--- src/hw/qsw_defs.svh ---
// constants of the quad switch control logic
// Overview of operation
// - enable low: sleep, switches off, flags fixed
// - ignore channel inputs 30 us after enable
// - enabled, fault free: switch follows its input
// - off channel: open, short-to-supply, hot, overvoltage flag
// - on channel: short, power limit, hot, overvoltage flag
// - above 170 C: all off, both flags low
// - chip select high: data output high impedance
// - chip select low while enabled: data output driven
// - overvoltage forces all off until hysteresis clears
// - undervoltage forces all switches off
// - thermal shutdown releases when die cools
// - error flag delayed 75 us, masks short faults
// - 11-bit diagnostic word, fault bits active low
// - data changes on falling serial clock edge
`ifndef QSW_DEFS_SVH
`define QSW_DEFS_SVH
`define QSW_CLK_PERIOD_PS 5000
`define QSW_ARM_TIME_US 30
`define QSW_ARM_CYCLES ((`QSW_ARM_TIME_US * 1000000) / `QSW_CLK_PERIOD_PS)
`define QSW_ERR_TIME_US 75
`define QSW_ERR_CYCLES ((`QSW_ERR_TIME_US * 1000000) / `QSW_CLK_PERIOD_PS)
`define QSW_CNT_W 16
`define QSW_NCH 4
`define QSW_DIAG_BITS 11
`define QSW_BIT_CNT_W 4
`define QSW_SYNC_W 3
`endif

--- src/hw/qsw_pkg.sv ---
// types of the quad switch control logic
package qsw_pkg;
	typedef struct packed {
		logic [3:0] open_load;
		logic [3:0] short_vcc;
		logic [3:0] short_gnd;
		logic [3:0] power_limit;
		logic temp_warn;
		logic temp_shutdown;
		logic over_volt;
		logic under_volt;
	} qsw_analog_t;
	typedef enum logic [1:0] {
		QSW_SLEEP,
		QSW_ARMING,
		QSW_ACTIVE
	} qsw_state_t;
endpackage : qsw_pkg

--- src/hw/qsw_ctrl.sv ---
// control, protection and diagnostic logic of a quad high-side switch
`timescale 1ns/10ps
`include "qsw_defs.svh"
module qsw_ctrl
	import qsw_pkg::*;
(
	input wire logic ref_clk,
	input wire logic rst_n,
	input wire logic enable_in,
	input wire logic chip_sel_n,
	input wire logic [3:0] chan_in,
	input wire logic ser_clk,
	input wire qsw_analog_t analog_in,
	output logic [3:0] switch_on,
	output logic err_flag_o,
	output logic err_flag_oe,
	output logic overtemp_shutdown_flag_n,
	output logic diag_out,
	output logic diag_oe
);
	localparam int SW = 3 + `QSW_NCH + 4 * `QSW_NCH + 4;
	localparam int CNT_W = `QSW_CNT_W;
	localparam logic [CNT_W-1:0] ARM_CNT = CNT_W'(`QSW_ARM_CYCLES);
	localparam logic [CNT_W-1:0] ERR_CNT = CNT_W'(`QSW_ERR_CYCLES);
	localparam logic [3:0] LAST_BIT = 4'(`QSW_DIAG_BITS);

	// pins from outside are synchronised together
	logic [SW-1:0] raw_vec;
	logic [SW-1:0] syn_vec;
	assign raw_vec = {enable_in, chip_sel_n, ser_clk, chan_in, analog_in};
	qsw_sync #(.W(SW)) u_sync
	(
		.ref_clk(ref_clk),
		.rst_n(rst_n),
		.async_in(raw_vec),
		.sync_out(syn_vec)
	);

	wire logic en_s = syn_vec[SW-1];
	wire logic cs_n_s = syn_vec[SW-2];
	wire logic sclk_s = syn_vec[SW-3];
	wire logic [3:0] chan_s = syn_vec[SW-4 -: 4];
	qsw_analog_t an_s;
	assign an_s = qsw_analog_t'(syn_vec[4*`QSW_NCH+3:0]);

	qsw_state_t state_reg;
	qsw_state_t state_next;
	logic [CNT_W-1:0] arm_cnt_reg;
	logic [CNT_W-1:0] arm_cnt_next;
	logic [CNT_W-1:0] err_cnt_reg;
	logic [CNT_W-1:0] err_cnt_next;
	logic err_low_reg;
	logic err_low_next;
	logic tsd_reg;
	logic ov_reg;
	logic [3:0] switch_reg;
	logic [3:0] switch_next;
	logic sclk_d_reg;
	logic [`QSW_DIAG_BITS-1:0] shift_reg;
	logic [`QSW_DIAG_BITS-1:0] shift_next;
	logic [3:0] bit_cnt_reg;
	logic [3:0] bit_cnt_next;
	logic diag_reg;
	logic diag_next;
	logic diag_oe_reg;
	// registered pin drivers
	logic tsd_flag_reg;
	logic err_o_reg;

	// the temperature and voltage indicators already carry hysteresis
	wire logic active = (state_reg == QSW_ACTIVE);
	wire logic awake = (state_reg != QSW_SLEEP);
	wire logic force_off = tsd_reg | ov_reg | an_s.under_volt;
	wire logic [3:0] cmd_on = active ? chan_s : 4'h0;
	wire logic [3:0] ch_off_fault = ~cmd_on & (an_s.open_load | an_s.short_vcc);
	wire logic [3:0] ch_on_fault = cmd_on & (an_s.short_gnd | an_s.power_limit);
	wire logic glob_fault = an_s.temp_warn | an_s.over_volt | tsd_reg;
	wire logic any_fault = awake & (|ch_off_fault | |ch_on_fault | glob_fault);
	wire logic sclk_fall = sclk_d_reg & ~sclk_s;
	// channel 1 leaves first, so each nibble goes out lowest channel first
	wire logic [3:0] load_err_n = ~(ch_off_fault | ch_on_fault);
	wire logic [3:0] load_err_rev = {load_err_n[0], load_err_n[1],
		load_err_n[2], load_err_n[3]};
	wire logic [3:0] cmd_rev = {cmd_on[0], cmd_on[1], cmd_on[2], cmd_on[3]};
	wire logic [`QSW_DIAG_BITS-1:0] diag_word = {
		load_err_rev,
		cmd_rev,
		~an_s.temp_warn,
		~tsd_reg,
		~ov_reg
	};

	always_comb
	begin
		state_next = state_reg;
		arm_cnt_next = arm_cnt_reg;
		case (state_reg)
			QSW_SLEEP:
			begin
				arm_cnt_next = '0;
				if (en_s)
					state_next = QSW_ARMING;
			end
			QSW_ARMING:
			begin
				arm_cnt_next = arm_cnt_reg + 1'b1;
				if (arm_cnt_reg == ARM_CNT - 1'b1)
					state_next = QSW_ACTIVE;
			end
			QSW_ACTIVE:
				state_next = QSW_ACTIVE;
			default:
				state_next = QSW_SLEEP;
		endcase
		if (!en_s)
			state_next = QSW_SLEEP;
	end

	assign switch_next = force_off ? 4'h0 : cmd_on;

	always_comb
	begin
		err_cnt_next = '0;
		err_low_next = 1'b0;
		if (any_fault)
		begin
			err_cnt_next = err_cnt_reg;
			if (err_cnt_reg != ERR_CNT)
				err_cnt_next = err_cnt_reg + 1'b1;
			err_low_next = (err_cnt_reg == ERR_CNT);
		end
	end

	always_comb
	begin
		shift_next = shift_reg;
		bit_cnt_next = bit_cnt_reg;
		diag_next = diag_reg;
		if (cs_n_s)
		begin
			shift_next = diag_word;
			bit_cnt_next = '0;
			diag_next = diag_word[`QSW_DIAG_BITS-1];
		end
		else if (sclk_fall)
		begin
			shift_next = {shift_reg[`QSW_DIAG_BITS-2:0], 1'b1};
			if (bit_cnt_reg != LAST_BIT)
				bit_cnt_next = bit_cnt_reg + 1'b1;
			diag_next = (bit_cnt_reg + 1'b1 >= LAST_BIT) ? 1'b1
				: shift_reg[`QSW_DIAG_BITS-2];
		end
	end

	// next values of the flags and pin drivers
	wire logic tsd_next = awake & an_s.temp_shutdown;
	wire logic ov_next = awake & an_s.over_volt;
	wire logic [3:0] switch_gated = awake ? switch_next : 4'h0;
	wire logic diag_oe_next = awake & ~cs_n_s;
	wire logic tsd_flag_next = awake & ~tsd_reg;
	// the flag pin only ever sinks current, so its data bit stays low
	wire logic err_o_next = 1'b0;

	// sequencing: sleep, arming, active
	// operating state
	always_ff @(posedge ref_clk)
	begin
		if (!rst_n)
			state_reg <= QSW_SLEEP;
		else
			state_reg <= state_next;
	end

	// arming delay counter
	always_ff @(posedge ref_clk)
	begin
		if (!rst_n)
			arm_cnt_reg <= '0;
		else
			arm_cnt_reg <= arm_cnt_next;
	end

	// error flag delay
	// error persistence counter
	always_ff @(posedge ref_clk)
	begin
		if (!rst_n)
			err_cnt_reg <= '0;
		else
			err_cnt_reg <= err_cnt_next;
	end

	// error flag pull-down request
	always_ff @(posedge ref_clk)
	begin
		if (!rst_n)
			err_low_reg <= 1'b0;
		else
			err_low_reg <= err_low_next;
	end

	// protection
	// thermal shutdown state
	always_ff @(posedge ref_clk)
	begin
		if (!rst_n)
			tsd_reg <= 1'b0;
		else
			tsd_reg <= tsd_next;
	end

	// overvoltage shutdown state
	always_ff @(posedge ref_clk)
	begin
		if (!rst_n)
			ov_reg <= 1'b0;
		else
			ov_reg <= ov_next;
	end

	// gate drive of the four switches
	always_ff @(posedge ref_clk)
	begin
		if (!rst_n)
			switch_reg <= 4'h0;
		else
			switch_reg <= switch_gated;
	end

	// thermal shutdown flag pin, low in sleep and in shutdown
	always_ff @(posedge ref_clk)
	begin
		if (!rst_n)
			tsd_flag_reg <= 1'b0;
		else
			tsd_flag_reg <= tsd_flag_next;
	end

	// error flag data bit
	always_ff @(posedge ref_clk)
	begin
		if (!rst_n)
			err_o_reg <= 1'b0;
		else
			err_o_reg <= err_o_next;
	end

	// serial diagnostic path
	// delayed serial clock for the falling edge detector
	always_ff @(posedge ref_clk)
	begin
		if (!rst_n)
			sclk_d_reg <= 1'b0;
		else
			sclk_d_reg <= sclk_s;
	end

	// diagnostic shift register
	always_ff @(posedge ref_clk)
	begin
		if (!rst_n)
			shift_reg <= '0;
		else
			shift_reg <= shift_next;
	end

	// count of bits shifted out
	always_ff @(posedge ref_clk)
	begin
		if (!rst_n)
			bit_cnt_reg <= '0;
		else
			bit_cnt_reg <= bit_cnt_next;
	end

	// serial data bit on the pin
	always_ff @(posedge ref_clk)
	begin
		if (!rst_n)
			diag_reg <= 1'b1;
		else
			diag_reg <= diag_next;
	end

	// serial data pin drive enable
	always_ff @(posedge ref_clk)
	begin
		if (!rst_n)
			diag_oe_reg <= 1'b0;
		else
			diag_oe_reg <= diag_oe_next;
	end

	// outputs come straight from their registers
	assign err_flag_o = err_o_reg;
	assign err_flag_oe = err_low_reg;
	assign overtemp_shutdown_flag_n = tsd_flag_reg;
	assign switch_on = switch_reg;
	assign diag_out = diag_reg;
	assign diag_oe = diag_oe_reg;
endmodule : qsw_ctrl

--- src/hw/qsw_sync.sv ---
// three-stage synchroniser with second/third agreement
`timescale 1ns/10ps
module qsw_sync
#(
	parameter int W = 1
)
(
	input wire logic ref_clk,
	input wire logic rst_n,
	input wire logic [W-1:0] async_in,
	output logic [W-1:0] sync_out
);
	logic [W-1:0] s1_reg;
	logic [W-1:0] s2_reg;
	logic [W-1:0] s3_reg;
	logic [W-1:0] out_reg;
	wire logic [W-1:0] agree = ~(s2_reg ^ s3_reg);
	always_ff @(posedge ref_clk)
	begin
		if (!rst_n)
		begin
			s1_reg <= '0;
			s2_reg <= '0;
			s3_reg <= '0;
			out_reg <= '0;
		end
		else
		begin
			s1_reg <= async_in;
			s2_reg <= s1_reg;
			s3_reg <= s2_reg;
			out_reg <= (agree & s3_reg) | (~agree & out_reg);
		end
	end
	assign sync_out = out_reg;
endmodule : qsw_sync

--- config.mk ---
export PLATFORM = sky130hd
export DESIGN_NAME = qsw_ctrl
export DESIGN_NICKNAME = d
export VERILOG_FILES = /design/src/hw/qsw_pkg.sv /design/src/hw/qsw_ctrl.sv /design/src/hw/qsw_sync.sv
export VERILOG_INCLUDE_DIRS = /design/src /design/src/hw
export SDC_FILE = /design/constraint.sdc
export NUM_CORES = 1
export LEC_CHECK = 0
export ABC_CLOCK_PERIOD_IN_PS = 3000
export BUFFER_PORTS_ARGS = -buffer_cell sky130_fd_sc_hd__buf_2
export CELL_PAD_IN_SITES_DETAIL_PLACEMENT = 1
export CELL_PAD_IN_SITES_GLOBAL_PLACEMENT = 1
export CORE_ASPECT_RATIO = 1.1
export CORE_UTILIZATION = 50
export DETAILED_ROUTE_END_ITERATION = 8
export PLACE_DENSITY_LB_ADDON = 0.08
export SYNTH_ARGS = -nofsm -noshare
export SYNTH_HDL_FRONTEND = slang
export SYNTH_SLANG_ARGS = --single-unit
--- constraint.sdc ---
create_clock -name ref_clk -period 3 [get_ports ref_clk]
set_input_delay 0.45 -clock ref_clk [delete_from_list [all_inputs] [get_ports ref_clk]]
set_output_delay 0.45 -clock ref_clk [all_outputs]
set_load 0.03 [all_outputs]
==> metrics <==
status=completed; site row count=41; R2R Path End=err_cnt_reg[0]; 1st-pass router iterations=4; CP delay by family, top=compound AO/OA/AOI/OAI gates; setup_tns=0 ns; worst hold start=ser_clk; fin crit share=0.678; clock buffer count from CTS=17; drt drc=0; Skew-Pair Late Insertion Delay=0.43 ns; clock tree buffer depth=2; DR vias=4,256; synth unique cells=53; root buffer cell=clkbuf_16; post-synthesis mux area share=0.0153; Antenna Nets Post-Route=0; relative slew slack=0.569; reg2reg path depth=7; die height=117 um; post-layout instance area=6880 um2; Worst Setup Path Type=flop to flop; Die X=106 um; CTS Sinks=167; gr usage total=0.216; Worst Setup End Kind=flop; Post-Syn Area=5970 um2; RSZ-0062 raised after global routing=false; Resized cells post-CTS=0; CP Max Fanout=17; RR Startpoint=state_reg[0]; first-pass GRT wire length=20,500 um; Critical Path RT=3.31 ns; largest area contributor in the netlist=dfxtp_1; Inst Count DP=780; clock skew=0.00643 ns; largest net degree at the start of global routing=90; dpl hpwl=7840 um; post-DR wirelength/cell=15.2 um; layout cell share with drive strength beyond 1=0.118; fmax=0.492 GHz; # diodes=0; Primary FF master, synth=dfxtp_1; GPL Wtd Cong=0.779; largest stage delay on the critical path=0.36 ns; Synth Area in Simple Gates=0.247; sequential element share of the synthesized area=0.560; clock tree from TritonCTS=yes; post-synthesis xor/xnor area fraction=0.0249; pre-CTS setup slack=0.910 ns; Worst Hold Path EP=u_sync.s1_reg[24]; startpoint type of the worst setup path=flop; FFs w/ async S/R, synth=0; Area contributors post-synth=dfxtp_1 56%, and2_1 9.3%, nand2_1 5.1%; worst min path class=input port to flop; DRT Wirelength=12,300 um; Peak supply drop=535 uV; Core ar.=11,500 um2; Worst Max-Slew Pin Slew=0.646 ns; post-synthesis compound-gate area fraction=0.113; # IOs=38; Slowest cell on crit path=dfxtp_1; Synth Register Bits=167; Leakage=2.72 nW; Mean Syn Cell Area=9.71 um2; die area=12,400 um2; Max Cap Viol=0; final setup violation count=0; Arrival @ worst endpoint=2.35 ns; Buf/Inv on CP=2; port bufs=36; main combinational cell family by area after synthesis=simple AND/OR/NAND/NOR gates; non-filler instance count after layout=811; Pwr Density=673 nW/um2; Post-synth EDFFs=0; Adder-Cell Fraction of Synth Area=0.0168; Starting Density=0.517; minimum clock period=2.03 ns; Final Max Slew Viols=0; register-to-register setup slack=0.97 ns; gate count of the mapped netlist=615; hold_buf cts=0; Post-CTS Setup Repair Bufs=0; worst path cell trace=inv_1 > ha_1 > a211oi_1 > o21ai_1 > o41ai_4 > buf_4 > nor2_1; Ys Warns=0; setup ws final=0.967 ns; number of global-route vias before repair=4,451; clk slew on worst S/H paths=0.06 ns; global route overflow=0; Post-DP Area=6270 um2; vias per cell=5.25; DRC violation total after the first TritonRoute iteration=108; hold path depth=2; syn_nets=652; CTS H-tree depth=4; final hold viol count=0; post-synth top area share=0.560; initial antenna violation count=0; final core occ=0.596; Final Net Count=686; area grow syn2layout=15.2%
[worst max path at each step]
stage / cells after the start / slack [ns] / endpoint / startpoint
after detailed placement: 5 / 0.91 / bit_cnt_reg[2] / rst_n
after global placement: 5 / 1.01 / bit_cnt_reg[2] / rst_n
final: 7 / 0.97 / err_cnt_reg[0] / state_reg[0]
after global routing: 7 / 0.79 / arm_cnt_reg[14] / state_reg[1]
after CTS: 7 / 0.96 / arm_cnt_reg[14] / state_reg[1]
after floorplan: 7 / 1.11 / err_cnt_reg[11] / state_reg[0]
[cell families (layout without fill, tap and decap cells)]
logic type,count (synthesis),in the layout
AOI/OAI and AO/OA,101,101
and+or+nand+nor,278,278
muxes,9,9
adders and majority gates,8,8
buffers and inverters,34,80
DFF,167,167
xor gates and xnor gates,17,17
other,1,1
[stage by stage]
step	hold slack [ns]	power (W)
global placement	0.416	0.00241
global route	0.210	0.00479
floorplan	0.412	0.00238
CTS	0.204	0.00468
finish	0.222	0.00463
detailed placement	0.421	0.00242
[metal layers]
layer | wire, um | GRT usage
met2 | 6480 | 0.392
met4 | 293 | 0.108
met1 | 5230 | 0.231
met5 | 0 | 0
met3 | 312 | 0.0603
[synth_stat cells (3+ instances only)]
cell type and n:
inv_1 7, o211a_1 4, and3_1 9, xnor2_1 7, and4_1 3, ha_1 8
and2_1 89, nor2_1 32, nand2b_1 6, mux2i_1 8, nor3_1 3, xor2_1 10
dfxtp_1 167, a21oi_1 14, or3_1 4, nand2_1 81, a21boi_0 27, nand4_1 8
nand3_1 20, nor2b_1 4, or4_1 4, clkbuf_1 21, o21ai_0 38, o21a_1 3
[cell usage in the layout, fill, tap and decap left out, types with 3 or more instances in the layout]
master,count
ha_1,8
and4_1,3
xor2_1,10
nand3_1,20
and3_1,9
or4_1,4
or3_1,4
and2_1,89
nor2b_1,4
buf_2,36
nor3_1,3
clkinvlp_4,3
clkinv_2,4
clkbuf_16,17
buf_4,5
nor2_1,32
a21boi_0,27
o21ai_0,38
nand4_1,8
xnor2_1,7
a21oi_1,14
inv_1,7
o211a_1,4
mux2i_1,8
nand2b_1,6
o21a_1,3
dfxtp_1,167
bufinv_16,4
nand2_1,81
[power by group]
| group | total [W] | internal, W | switching (W) |
|---|---|---|---|
| Sequential | 0.00228 | 0.00226 | 0.0000207 |
| Clock | 0.00226 | 0.00138 | 0.000876 |
| Combinational | 0.0000830 | 0.0000427 | 0.0000403 |
[layout make-up]
class	count	area (um2)
fill	1301	4660
clock buffer	18	429
timing repair buffer	41	218
inverter	8	30.0
sequential	167	3340
tap	150	188
clock inverter	13	180
multi-input combinational	414	2490
No activity file was read; power rests on OpenSTA's default activity.
